## src/rtl/gating_fault_supervisor_map.vh

```
/*
 * constants for the gating fault supervisor: apb register offsets, field
 * positions, reset values and trip limits.
 * assumes a 32-bit apb bus with word-aligned byte addresses.
 */
`ifndef GATING_FAULT_SUPERVISOR_MAP_VH
`define GATING_FAULT_SUPERVISOR_MAP_VH

// register byte offsets
`define REG_CTRL          8'h00
`define REG_STATUS        8'h04
`define REG_MASK          8'h08
`define REG_SAFE_SEL      8'h0C
`define REG_LIVE          8'h10
`define REG_LIMITS        8'h14

// ctrl fields
`define CTRL_DECODE_BIT   0
`define CTRL_ACK_BIT      1

// fault cause positions
`define F_CURRENT         0
`define F_VOLTAGE         1
`define F_TEMP1           2
`define F_TEMP2           3
`define F_SUPPLY_LOW      4
`define F_SUPPLY_HIGH     5
`define NUM_FAULTS        6

// reset values
`define CTRL_RST          32'h00000000
`define MASK_RST          6'h00
`define SAFE_SEL_RST      6'h00

// safe switching patterns (gate bits: a_hi, a_lo, b_hi, b_lo)
`define GATE_BLOCKED      4'h0
`define GATE_SHORT        4'h5

// default trip limits, in amperes, volts, degrees and decivolts
`define LIM_CURRENT_A     8'h19
`define LIM_BUS_V         12'h1A4
`define LIM_TEMP_C        8'h5A
`define LIM_SUPPLY_LO_DV  8'h2D
`define LIM_SUPPLY_HI_DV  8'h37

`endif

```

## src/rtl/gate_decoder.v

```verilog
/*
 * gate decoder: turns the four received optical commands into the four
 * switch gate commands, either passed straight or decoded from a state code.
 * assumes the commands are synchronous to the clock of the caller.
 */
module gate_decoder (
    input  wire       decode_en,   // 1 = inputs carry an encoded state
    input  wire [3:0] opt_in,      // received optical commands
    output reg  [3:0] gate_cmd     // per-switch commands
);

    always @*
    begin
        if (!decode_en)
            gate_cmd = opt_in;
        else
        begin
            // low two bits pick leg states; complementary legs avoid shoot-through
            case (opt_in[1:0])
                2'h0:    gate_cmd = 4'h5;
                2'h1:    gate_cmd = 4'h6;
                2'h2:    gate_cmd = 4'h9;
                2'h3:    gate_cmd = 4'hA;
                default: gate_cmd = 4'h0;
            endcase
            if (opt_in[3])
                gate_cmd = 4'h0;                        // code bit 3 blocks all
        end
    end

endmodule

```

## src/rtl/gating_fault_supervisor.v

```verilog
/*
 * gating fault supervisor: forwards optical gating commands to the gate
 * drivers, latches faults from the fast and slow supervisors, forces a safe
 * switching state and drives the active-low global error line.
 * assumes supervisor flags and the acknowledge button are already
 * synchronous and debounced, and apb runs on core_clk.
 */
// Design decisions made here: the APB register port and the register addresses.
//
// Overview of operation
// default: each optical input drives its gate
// gate commands from fibres, optional decoding
// fault forces blocked or short state, per cause
// fault flags built from supervisor indications
// fast supervisor flags current and voltage overvalue
// slow supervisor flags temperature and supply limits
// trip at 25 A, 420 V, 90 C
// supply fault below 4.5 V or above 5.5 V
// global error high normally, low on fault
// fault latched until button acknowledge
// global error relayed to master controller
// safe state persists until acknowledge
`include "gating_fault_supervisor_map.vh"

module gating_fault_supervisor #(
    parameter NUM_GATES = 4
) (
    input  wire        core_clk,         // 125 mhz clock
    input  wire        rst,              // async reset, active high
    input  wire [3:0]  opt_gate_in,      // optical gating inputs
    input  wire        fast_current_ov,  // fast_supervisor current flag
    input  wire        fast_voltage_ov,  // fast_supervisor bus voltage flag
    input  wire        slow_temp1_ov,    // slow_supervisor heatsink 1 flag
    input  wire        slow_temp2_ov,    // slow_supervisor heatsink 2 flag
    input  wire        slow_supply_low,  // slow_supervisor 5 v under limit
    input  wire        slow_supply_high, // slow_supervisor 5 v over limit
    input  wire        ack_button,       // acknowledge button, active high
    input  wire        psel,             // apb select
    input  wire        penable,          // apb enable
    input  wire        pwrite,           // apb write
    input  wire [7:0]  paddr,            // apb byte address
    input  wire [31:0] pwdata,           // apb write data
    output reg  [31:0] prdata,           // apb read data
    output reg         pready,           // apb ready
    output reg         pslverr,          // apb error on unmapped address
    output reg  [3:0]  gate_out,         // gate driver commands
    output reg         global_err_n,     // global error, active low
    output reg         mezz_err_n,       // error relayed to master via mezzanine
    output reg         irq               // level interrupt
);

    localparam NF = `NUM_FAULTS;

    // trip limits as software reads them back; the supervisors do the comparing
    localparam [7:0]  LIM_CUR     = `LIM_CURRENT_A;
    localparam [11:0] LIM_BUS     = `LIM_BUS_V;
    localparam [7:0]  LIM_TMP     = `LIM_TEMP_C;
    localparam [7:0]  LIM_SHI     = `LIM_SUPPLY_HI_DV;
    // the bus limit keeps only its low byte, the word has no room for more
    localparam [31:0] LIMITS_WORD = {LIM_SHI, LIM_TMP, LIM_BUS[7:0], LIM_CUR};

    ////////////////////////////////////////////////////////////////////////
    // register map, one aligned word each
    //   ctrl     : bit 0 decode enable, bit 1 acknowledge (reads back 0)
    //   status   : sticky causes, write one to clear, a live cause wins
    //   mask     : status bits let through to irq
    //   safe_sel : per cause, 1 asks for the short state, 0 for blocking
    //   live     : raw flags in [11:6] above the fault latch in [5:0]
    //   limits   : trip limits, read only
    // cause bits: current, bus voltage, heatsink 1, heatsink 2,
    // supply low, supply high

    ////////////////////////////////////////////////////////////////////////
    // fault inputs

    wire [NF-1:0] fault_in;
    assign fault_in[`F_CURRENT]     = fast_current_ov;
    assign fault_in[`F_VOLTAGE]     = fast_voltage_ov;
    assign fault_in[`F_TEMP1]       = slow_temp1_ov;
    assign fault_in[`F_TEMP2]       = slow_temp2_ov;
    assign fault_in[`F_SUPPLY_LOW]  = slow_supply_low;
    assign fault_in[`F_SUPPLY_HIGH] = slow_supply_high;

    reg  [NF-1:0] fault_latch_r;
    reg  [NF-1:0] status_r;
    reg  [NF-1:0] mask_r;
    reg  [NF-1:0] safe_sel_r;
    reg           decode_en_r;
    reg           sw_ack_r;
    reg           ack_prev_r;

    // the button acts on its rising edge, so a held button clears only once
    wire          ack_btn_rise = ack_button & ~ack_prev_r;
    wire          ack_any      = ack_btn_rise | sw_ack_r;

    ////////////////////////////////////////////////////////////////////////
    // apb decode

    wire       apb_acc = psel & penable;
    wire       apb_wr  = apb_acc & pwrite & pready;
    wire       mapped  = (paddr == `REG_CTRL) | (paddr == `REG_STATUS) |
                         (paddr == `REG_MASK) | (paddr == `REG_SAFE_SEL) |
                         (paddr == `REG_LIVE) | (paddr == `REG_LIMITS);
    // read data is picked in the first access cycle and stands with pready
    wire       rd_sample = apb_acc & ~pready & ~pwrite;

    // one strobe per writable register, high in the cycle the write lands
    wire       wr_ctrl     = apb_wr & (paddr == `REG_CTRL);
    wire       wr_status   = apb_wr & (paddr == `REG_STATUS);
    wire       wr_mask     = apb_wr & (paddr == `REG_MASK);
    wire       wr_safe_sel = apb_wr & (paddr == `REG_SAFE_SEL);

    // one wait state: setup, access (pready low), access (pready high)
    always @(posedge core_clk or posedge rst)
    begin
        if (rst)
            pready <= 1'b0;
        else
            pready <= apb_acc & ~pready;
    end

    ////////////////////////////////////////////////////////////////////////
    // fault latch, per cause; input that is still active wins over acknowledge

    genvar i;
    generate
        for (i = 0; i < NF; i = i + 1)
        begin : g_fault
            always @(posedge core_clk or posedge rst)
            begin
                if (rst)
                    fault_latch_r[i] <= 1'b0;
                else if (fault_in[i])
                    fault_latch_r[i] <= 1'b1;
                else if (ack_any)
                    fault_latch_r[i] <= 1'b0;
            end
        end
    endgenerate

    ////////////////////////////////////////////////////////////////////////
    // status bits for software: sticky, write one to clear, a live cause wins

    generate
        for (i = 0; i < NF; i = i + 1)
        begin : g_status
            always @(posedge core_clk or posedge rst)
            begin
                if (rst)
                    status_r[i] <= 1'b0;
                else if (fault_in[i])
                    status_r[i] <= 1'b1;
                else if (wr_status && pwdata[i])
                    status_r[i] <= 1'b0;
            end
        end
    endgenerate

    ////////////////////////////////////////////////////////////////////////
    // acknowledge

    always @(posedge core_clk or posedge rst)
    begin
        if (rst)
        begin
            ack_prev_r <= 1'b0;
            sw_ack_r   <= 1'b0;
        end
        else
        begin
            ack_prev_r <= ack_button;
            // the write lands at the pready edge, so its acknowledge acts a cycle later
            sw_ack_r   <= wr_ctrl & pwdata[`CTRL_ACK_BIT];
        end
    end

    ////////////////////////////////////////////////////////////////////////
    // control registers

    always @(posedge core_clk or posedge rst)
    begin
        if (rst)
            mask_r <= `MASK_RST;
        else if (wr_mask)
            mask_r <= pwdata[NF-1:0];
    end

    always @(posedge core_clk or posedge rst)
    begin
        if (rst)
            safe_sel_r <= `SAFE_SEL_RST;
        else if (wr_safe_sel)
            safe_sel_r <= pwdata[NF-1:0];
    end

    always @(posedge core_clk or posedge rst)
    begin
        if (rst)
            decode_en_r <= 1'b0;
        else if (wr_ctrl)
            decode_en_r <= pwdata[`CTRL_DECODE_BIT];
    end

    ////////////////////////////////////////////////////////////////////////
    // read path

    reg  [31:0] rdata_nxt;

    always @*
    begin
        case (paddr)
            `REG_CTRL:     rdata_nxt = {31'h0, decode_en_r};
            `REG_STATUS:   rdata_nxt = {26'h0, status_r};
            `REG_MASK:     rdata_nxt = {26'h0, mask_r};
            `REG_SAFE_SEL: rdata_nxt = {26'h0, safe_sel_r};
            `REG_LIVE:     rdata_nxt = {20'h0, fault_in, fault_latch_r};
            `REG_LIMITS:   rdata_nxt = LIMITS_WORD;
            default:       rdata_nxt = 32'h0;
        endcase
    end

    always @(posedge core_clk or posedge rst)
    begin
        if (rst)
        begin
            prdata  <= 32'h00000000;
            pslverr <= 1'b0;
        end
        else
        begin
            // zero outside a read so stale data never lingers on the bus
            prdata  <= rd_sample ? rdata_nxt : 32'h00000000;
            pslverr <= apb_acc & ~pready & ~mapped;
        end
    end

    ////////////////////////////////////////////////////////////////////////
    // gate path

    wire [3:0] gate_cmd;

    gate_decoder u_dec (
        .decode_en (decode_en_r),
        .opt_in    (opt_gate_in),
        .gate_cmd  (gate_cmd)
    );

    ////////////////////////////////////////////////////////////////////////
    // safe state

    // fault seen the same cycle it arrives so the override is not a cycle late
    wire [NF-1:0] active_fault = fault_latch_r | fault_in;
    wire          any_fault    = |active_fault;

    // a cause that asks for blocking overrides any that ask for the short
    // state; blocking is the safer of the two when causes disagree
    wire [NF-1:0] block_req;
    generate
        for (i = 0; i < NF; i = i + 1)
        begin : g_safe
            assign block_req[i] = active_fault[i] & ~safe_sel_r[i];
        end
    endgenerate
    wire          want_short   = ~|block_req;

    reg  [3:0]    gate_nxt;

    always @*
    begin
        if (!any_fault)
            gate_nxt = gate_cmd;
        else if (want_short)
            gate_nxt = `GATE_SHORT;
        else
            gate_nxt = `GATE_BLOCKED;
    end

    always @(posedge core_clk or posedge rst)
    begin
        if (rst)
            gate_out <= `GATE_BLOCKED;
        else
            gate_out <= gate_nxt;
    end

    ////////////////////////////////////////////////////////////////////////
    // error lines and interrupt

    wire          irq_nxt      = |(status_r & mask_r);

    always @(posedge core_clk or posedge rst)
    begin
        if (rst)
        begin
            global_err_n <= 1'b1;
            mezz_err_n   <= 1'b1;
            irq          <= 1'b0;
        end
        else
        begin
            global_err_n <= ~any_fault;
            // a separate copy so the relay can be routed apart from the local line
            mezz_err_n   <= ~any_fault;
            irq          <= irq_nxt;
        end
    end

endmodule

```

## config.mk

```make
export PLATFORM = sky130hd
export DESIGN_NAME = gating_fault_supervisor
export DESIGN_NICKNAME = d
export VERILOG_FILES = /design/src/rtl/gate_decoder.v /design/src/rtl/gating_fault_supervisor.v
export VERILOG_INCLUDE_DIRS = /design/src /design/src/rtl
export SDC_FILE = /design/constraint.sdc
export NUM_CORES = 1
export LEC_CHECK = 0
export ABC_CLOCK_PERIOD_IN_PS = 3300
export BUFFER_PORTS_ARGS = -buffer_cell sky130_fd_sc_hd__buf_4
export CAP_MARGIN = 25
export CORE_MARGIN = 1
export CORE_UTILIZATION = 51
export CTS_CLUSTER_DIAMETER = 150
export DETAILED_ROUTE_END_ITERATION = 6
export MAX_ROUTING_LAYER = met4
export PLACE_DENSITY = 0.95
export SYNTH_ARGS = -nofsm -noshare
export SYNTH_HDL_FRONTEND = slang
export SYNTH_HIERARCHICAL = 1
export SYNTH_SLANG_ARGS = --single-unit
```

## constraint.sdc

```tcl
create_clock -name core_clk -period 3.3 [get_ports core_clk]
set_input_delay 0.165 -clock core_clk [delete_from_list [all_inputs] [get_ports core_clk]]
set_output_delay 0.165 -clock core_clk [all_outputs]
set_load 0.02 [all_outputs]
```

# After elaboration in Yosys (flattened, before gate mapping)
# Index checks and enable logic that the tools add are counted.
[classes]
n_bitwise = 37
reduce_logical = 23
mux = 26
eq_ne = 8
[ops]
columns = ["cell", "count"]
rows = [
  ["case mux 30 bit (6 select lines)", 1],
  ["two-way mux 32 bit", 1],
  ["nonzero test 2 bit", 12],
  ["two-way mux 1 bit", 19],
  ["AND 1 bit", 18],
  ["OR reduction 6 bit", 3],
  ["equality test 8 x 4 -> 1 bit, second input constant", 2],
  ["equality test 8 x 5 -> 1 bit, second input constant", 2],
  ["case mux 4 bit (4 select lines)", 1],
  ["two-way mux 4 bit", 3],
  ["NOT 1 bit", 11],
  ["equality test 8 x 3 -> 1 bit, second input constant", 1],
  ["zero test 8 bit", 1],
  ["AND 6 bit", 1],
  ["logical AND 1 bit", 6],
  ["bitwise OR 1 bit", 6],
  ["bitwise OR 6 bit", 1],
  ["equality test 2 bit, second input constant", 2],
  ["two-way mux 3 bit", 1],
  ["equality test 2 x 1 -> 1 bit, second input constant", 1],
  ["zero test 2 bit", 1],
]
[totals]
elab_cells = 117
regBits = 67
out_inout_bits = 41
inputBits = 56

# Logic depth before layout (Yosys ltp)
# Gate-level depths: netlist of run 1.
[logic_depth]
word_depth = 8
depth_mapped = 5
ltp_nobuf = 4

# Hierarchy
# Netlist of run 1, hierarchy kept.
[by_module_without_submodules]
columns = ["module", "n_inst", "seq_area_each_um2", "cells_each", "area_per_inst_um2"]
rows = [
  ["gating_fault_supervisor", 1, 1202.4, 198, 2270.9],
  ["gate_decoder", 1, 0.0, 9, 60.1],
]

# Worst setup path before layout of run 1
# Ideal clock, no wire load.
[synth_path]
path_type = "reg-to-reg"
start = "reg pready"
end = "reg decode_en_r"
path_slack_ns = 1.685
setup_time_ns = 0.125
t_required_ns = 3.175
path_buffers = 0
arrival_time_ns = 1.490
period_less_slack_ns = 1.615
path_stages_with_launch = 5
path_cell_list = "dfrtp_1 > and4_2 > nand2_1 > nor3_1 > mux2_2"
[synth_between]
elab_chain_len = 2
[synth_rtl]
columns = ["item", "line_no", "rtl"]
rows = [
  ["from (decl)", "gating_fault_supervisor.v:44", "output reg pready,"],
  ["from (signal assigned)", "gating_fault_supervisor.v:119", "pready <= apb_acc & ~pready;"],
  ["AND 1 bit", "gating_fault_supervisor.v:100", "wire apb_wr = apb_acc & pwrite & pready;"],
  ["AND 1 bit", "gating_fault_supervisor.v:108", "wire wr_ctrl = apb_wr & (paddr == `REG_CTRL);"],
  ["to (signal assigned)", "gating_fault_supervisor.v:201", "decode_en_r <= pwdata[`CTRL_DECODE_BIT];"],
  ["to (decl)", "gating_fault_supervisor.v:88", "reg decode_en_r;"],
]
# No other way between the ends.
# A chain may end at the register's enable or synchronous reset.

# Worst setup path in the final report of run 1
[layout_path]
start = "reg pready"
end = "reg prdata[11]"
[layout_between]
elab_chain_len = 4
[layout_rtl]
columns = ["item", "line_no", "rtl"]
rows = [
  ["NOT 1 bit", "gating_fault_supervisor.v:105", "wire rd_sample = apb_acc & ~pready & ~pwrite;"],
  ["AND 1 bit (2 in a row)", "gating_fault_supervisor.v:105", ""],
  ["two-way mux 32 bit", "gating_fault_supervisor.v:232", "prdata <= rd_sample ? rdata_nxt : 32'h00000000;"],
  ["to (signal assigned)", "gating_fault_supervisor.v:232", ""],
  ["to (decl)", "gating_fault_supervisor.v:43", "output reg [31:0] prdata,"],
]
# No other way between the ends.

==> results of run 1 <==
-- what timing repair did --
action,4_1_cts,5_1_grt
endpoints found under the hold margin,1,0
hold buffers,1,0
resized for setup,0,0
setup buffers,0,0
-- metrics by stage --
step                cells  hold slack (ps)
floorplan             215              196
global placement      303              292
detailed placement    303              289
CTS                   311             34.9
global route          311             71.8
finish                311             13.2
-- worst paths after layout --
kind | to | slack, ps
min in group core_clk | status_r[1]$_DFFE_PP0P_ | 70
min | gate_out[1]$_DFF_PP0_ | 10
max | prdata[11]$_DFF_PP0_ | 1580
max reg2reg | prdata[11]$_DFF_PP0_ | 1580
max in group asynchronous | mask_r[2]$_DFFE_PP0P_ | 2900
min reg2reg | pslverr$_DFF_PP0_ | 510
-- cell families after synthesis --
| family | synth area share |
|---|---|
| AND/OR/NAND/NOR | 0.167 |
| other | 0.00161 |
| AO/OA/AOI/OAI | 0.127 |
| flip-flops | 0.516 |
| multiplexers | 0.101 |
| buffers and inverters | 0.0880 |
-- sequential cells by signal, indices dropped and copies added, names as in the netlist --
| name | count |
|---|---|
| prdata | 13 |
| fault_latch_r | 6 |
| mask_r | 6 |
| safe_sel_r | 6 |
| status_r | 6 |
| gate_out | 4 |
| ack_prev_r | 1 |
| decode_en_r | 1 |
| irq | 1 |
| mezz_err_n | 1 |
| pready | 1 |
| pslverr | 1 |
| sw_ack_r | 1 |
-- power breakdown --
part / switching, uW / internal, uW
clock: 189 / 298
combinational: 62.6 / 43.6
sequential: 7.14 / 595
total: 259 / 937
-- final cells by class --
| class | count | area share |
|---|---|---|
| clock inverter | 2 | 0.0211 |
| timing repair buffer | 63 | 0.167 |
| inverter | 4 | 0.00529 |
| sequential | 48 | 0.423 |
| tap | 52 | 0.0229 |
| clock buffer | 5 | 0.0242 |
| multi-input combinational | 137 | 0.336 |
-- metal layers --
layer,global-route usage,up-vias,wire length [um]
met2,0.376,84,2650
met3,0.0494,16,336
met5,-,-,0
met4,0.104,0,126
met1,0.287,873,2150
li1,-,803,-
-- worst max-delay path: stages (launching register included) --
cell,delay [ps]
dfrtp_1,430
nor4bb_1,510
nand4_1,250
nor2_1,300
and2_1,170
-- cells in the mapped netlist, types with 3 or more instances --
cell type	count	share of area
o22ai_1	3	0.0081
nor2b_1	4	0.011
and2_1	8	0.021
nor3_1	3	0.0064
a22o_1	3	0.011
nor4_1	3	0.0081
mux2_4	12	0.077
dfrtp_1	47	0.50
mux2_2	4	0.019
o21ai_0	3	0.0064
nor2_1	14	0.023
a22oi_1	8	0.026
a21o_1	14	0.045
and4_1	3	0.011
nand2_1	21	0.034
buf_4	20	0.064
a21oi_1	10	0.021
inv_1	4	0.0064
==> impl_metrics.toml, run 1 <==
[die]
die_area_sq_um = 4840
die_x_um = 69.6
ios = 97
start_util = 0.532
coreArea_sq_um = 4380
fp-row-count = 24
die_h_um = 69.6

[power_and_ir_drop]
p_per_area_nw_per_um2 = 421
peakVddDrop_v = 0.000197
leakagePower_uw = 0.00139
total_power_uw = 1200

[clocking]
h-tree-depth = 2
cts_tree = "done"
clock_latency_ps = 300
clock_sinks = 48
clockBufferDepth = 2
clock-root-buffer = "clkbuf_8"
numCtsBuffers = 5
path_clk_slew_ps = 80

[setup_path]
crit_path_end_kind = "flop"
arrival_ps = 1970
worstPathMaxFanout = 5
startpoint_type = "flop"
rr_startpoint = "pready$_DFF_PP0_"
crit_type = "flop to flop"
r2r_cells = 4
required_ps = 3550
startpoint = "pready$_DFF_PP0_"

[placement]
io_buffers = 61
placed_area_sq_um = 2700
dpl.hpwl_um = 3800
globalplace.congestion = 0.897
pre_cts_slack_ps = 1550

[sta]
worst_slew_pin_slew_ps = 666
setup_viol = 0
setup_tns_ps = 0
rsz0062_at_grt = "no"
fin_ws_ps = 1580
hold_viol = 0
fmax_mhz = 581
max_slew_margin = 0.552
report.final.slew_viol_count = 0
min_period_ps = 1720
min_period_over_period = 0.522
fin_skew_ps = 6.25

[finish]
multi_input_area_sq_um = 953
final_cell_area_sq_um = 2840
fillers = 325
final_common_cell = "buf_4"
fin_util = 0.648
drive_gt1_frac = 0.351
antenna_cells = 0
syn2layout_area_growth_pct = 21.8
final_nets = 315
most-common-layout-cells = "buf_4, dfrtp_1, nand2_1, nor2_1, a21o_1"
regArea_sq_um = 1200

[route]
viasPerCell = 5.71
wl_per_cell_um = 16.9
ant_nets = 0
drt_pass1_iterations = 7
drt-total-wl_um = 5270
drc_errors = 0
num_vias = 1776
drtIter0Drc = 161

[synthesis]
syn-cell-area_sq_um = 2330
synth-edff-count = 0
synth-seq-area-share = 0.516
synthCells = 207
synthArstFlopShare = 1.00
synth-main-ff-cell = "dfrtp_1"
ys_seq_elements = 48
syn_area_per_cell_sq_um = 11.3
yosysWarnings = 6
synth_cell_types = 35

[global_routing]
grt_overflow_total = 0
track_usage = 0.235
antenna_found_initial = 0
grt_pass1_vias = 1682
grt_max_degree = 49
grt_pass1_wl_um = 8550

[job]
maxCapViolCount = 0

[hold_path]
hold_class = "primary input to asynchronous set/reset pin"

[run_status]
outcome = "completed"
No activity file was read; power rests on OpenSTA's default activity.
==> run 2, diff against run 1 <==
Settings changed: ABC_CLOCK_PERIOD_IN_PS 3300 to 1600, CORE_UTILIZATION 51 to 48, PLACE_DENSITY 0.95 to 0.91.
Clock period 3.3 ns to 1.6 ns, I/O delays scaled along.
==> run 2 against run 1 <==
Clock power increased by 55%. Die area is 6.1% higher. Combinational power up 130%. Sequential power grew 110%. First-iteration DRC count down 53%. Wire length grew 1.0%. Non-clock buffer count increased by 18. Setup slack worse by 1500 ps. Total power rose by 87%. Register-to-register slack got worse by 1500 ps. Critical endpoint is now decode_en_r$_DFFE_PP0N_. Largest cell class unchanged. Highest routed layer unchanged.
==> impl_metrics.toml, run 2 (same netlist as run 1, synthesis figures left out) <==
[finish]
final_common_cell = "buf_4"
drive_gt1_frac = 0.371
largest_register_ffs = 13
most-common-layout-cells = "buf_4, dfrtp_1, nand2_1, nor2_1, a21o_1"
final_nets = 333
fin_util = 0.659
fin_cells = 330
antenna_cells = 0
regMostFlops = "prdata"
syn2layout_area_growth_pct = 27.4

[global_routing]
grt_overflow_total = 0
grt_pass1_vias = 1867
grt_max_degree = 49
grt_pass1_wl_um = 8820
antenna_found_initial = 0
track_usage = 0.234

[clocking]
clock_sinks = 48
cts_resized = 0
clock_latency_ps = 310
path_clk_slew_ps = 90
clockBufferDepth = 2
clock-root-buffer = "clkbuf_8"
h-tree-depth = 2
cts_tree = "done"
numCtsBuffers = 5

[job]
maxCapViolCount = 0

[power_and_ir_drop]
p_per_area_nw_per_um2 = 754
leakagePower_uw = 0.00147
switching_share = 0.248
comb_power_share = 0.108
p_clk_frac = 0.338
total_power_uw = 2240
peakVddDrop_v = 0.000301
pwr-share-seq = 0.554
p_int_uw = 1680
power_switching_uw = 556

[sta]
fin_skew_ps = 7.58
fmax_mhz = 668
report.final.slew_viol_count = 0
rsz0062_at_grt = "no"
min_period_ps = 1500
hold_viol = 0
min_period_over_period = 0.936
setup_tns_ps = 0
setup_viol = 0

[setup_path]
startpoint_type = "flop"
cp_slowest_cell = "dfrtp_1"
cpPeakStageDelay_ps = 360
rr_startpoint = "pready$_DFF_PP0_"
worstPathCellList = "buf_4 -> and4_4 -> nand2_1 -> nor3_1 -> mux2_2"
arrival_ps = 1690
worstPathMaxFanout = 4
required_ps = 1790
crit_type = "flop to flop"
r2r_end = "decode_en_r$_DFFE_PP0N_"
crit_path_end_kind = "flop"
critPathBufInv = 1
r2r_cells = 5
path_delay_family = "simple AND/OR/NAND/NOR gates"
reg2reg_slack_ps = 100

[route]
ant_nets = 0
num_vias = 1805
drt_pass1_iterations = 4
drt-total-wl_um = 5320
viasPerCell = 5.47
drtIter0Drc = 76
drc_errors = 0
wl_per_cell_um = 16.1

[placement]
placedCellCount = 314
dpl.hpwl_um = 3990
io_buffers = 61
globalplace.congestion = 0.867

[run_status]
outcome = "completed"

[die]
ios = 97
fp-row-count = 24
start_util = 0.518
die_h_um = 71.7
die_x_um = 71.7
die_area_sq_um = 5140
coreArea_sq_um = 4500

[hold_path]
hold_class = "primary input to flop"
holdPathEnd = "mask_r[5]$_DFFE_PP0P_"
hold_depth = 2
hold_path_startpoint = "pwdata[5]"
## run 2: metal layers
layer  vias to the layer above  routed length [um]  track usage
li1                        840                   -            -
met1                       895                2180        0.280
met2                        59                2790        0.389
met3                        11                 228       0.0478
met4                         0                 124       0.0915
met5                         -                   0            -
## run 2: power groups by stage
stage | combinational (uW) | clock (uW) | sequential, uW
after floorplan | 119 | 0 | 1270
after global placement | 218 | 0 | 1260
after detailed placement | 226 | 0 | 1260
after CTS | 243 | 750 | 1240
after global routing | 265 | 801 | 1240
final | 243 | 757 | 1240
## run 2: repair_timing
action,in CTS,in global routing
setup buffers,0,0
hold buffers,8,0
endpoints found under the hold margin,59,0
## run 2: worst max-delay path by stage
stage,end,slack [ps],cells after the start,from
6_report,decode_en_r$_DFFE_PP0N_,100,5,pready$_DFF_PP0_
5_1_grt,prdata[6]$_DFF_PP0_,60,6,pready$_DFF_PP0_
4_1_cts,decode_en_r$_DFFE_PP0N_,120,5,pready$_DFF_PP0_
3_5_place_dp,safe_sel_r[5]$_DFFE_PP0P_,50,5,paddr[5]
3_3_place_gp,mask_r[5]$_DFFE_PP0P_,120,5,paddr[5]
2_1_floorplan,decode_en_r$_DFFE_PP0N_,50,4,pready$_DFF_PP0_
## run 2: stage by stage
stage / hold WS (ps) / setup WS, ps / cell area [sq um]
2_1_floorplan: 111 / 51.7 / 2360
3_3_place_gp: 147 / 122 / 2800
3_5_place_dp: 149 / 52.7 / 2800
4_1_cts: 18.6 / 125 / 2970
5_1_grt: 17.9 / 55.8 / 2970
6_report: 19.1 / 103 / 2970
## run 2: worst reg2reg max path, stage by stage (launching register included)
cell	delay (ps)
dfrtp_1	360
buf_4	130
and4_4	220
nand2_1	70
nor3_1	240
mux2_2	360
## run 2: final cells by class
class | count | area (sq um)
clock buffers | 6 | 82.6
clock inverters | 2 | 10.0
fillers | 322 | 1530
inverters | 4 | 15.0
multi-input cells | 137 | 955
flip-flops and latches | 48 | 1200
well taps | 52 | 65.1
repair buffers | 81 | 641
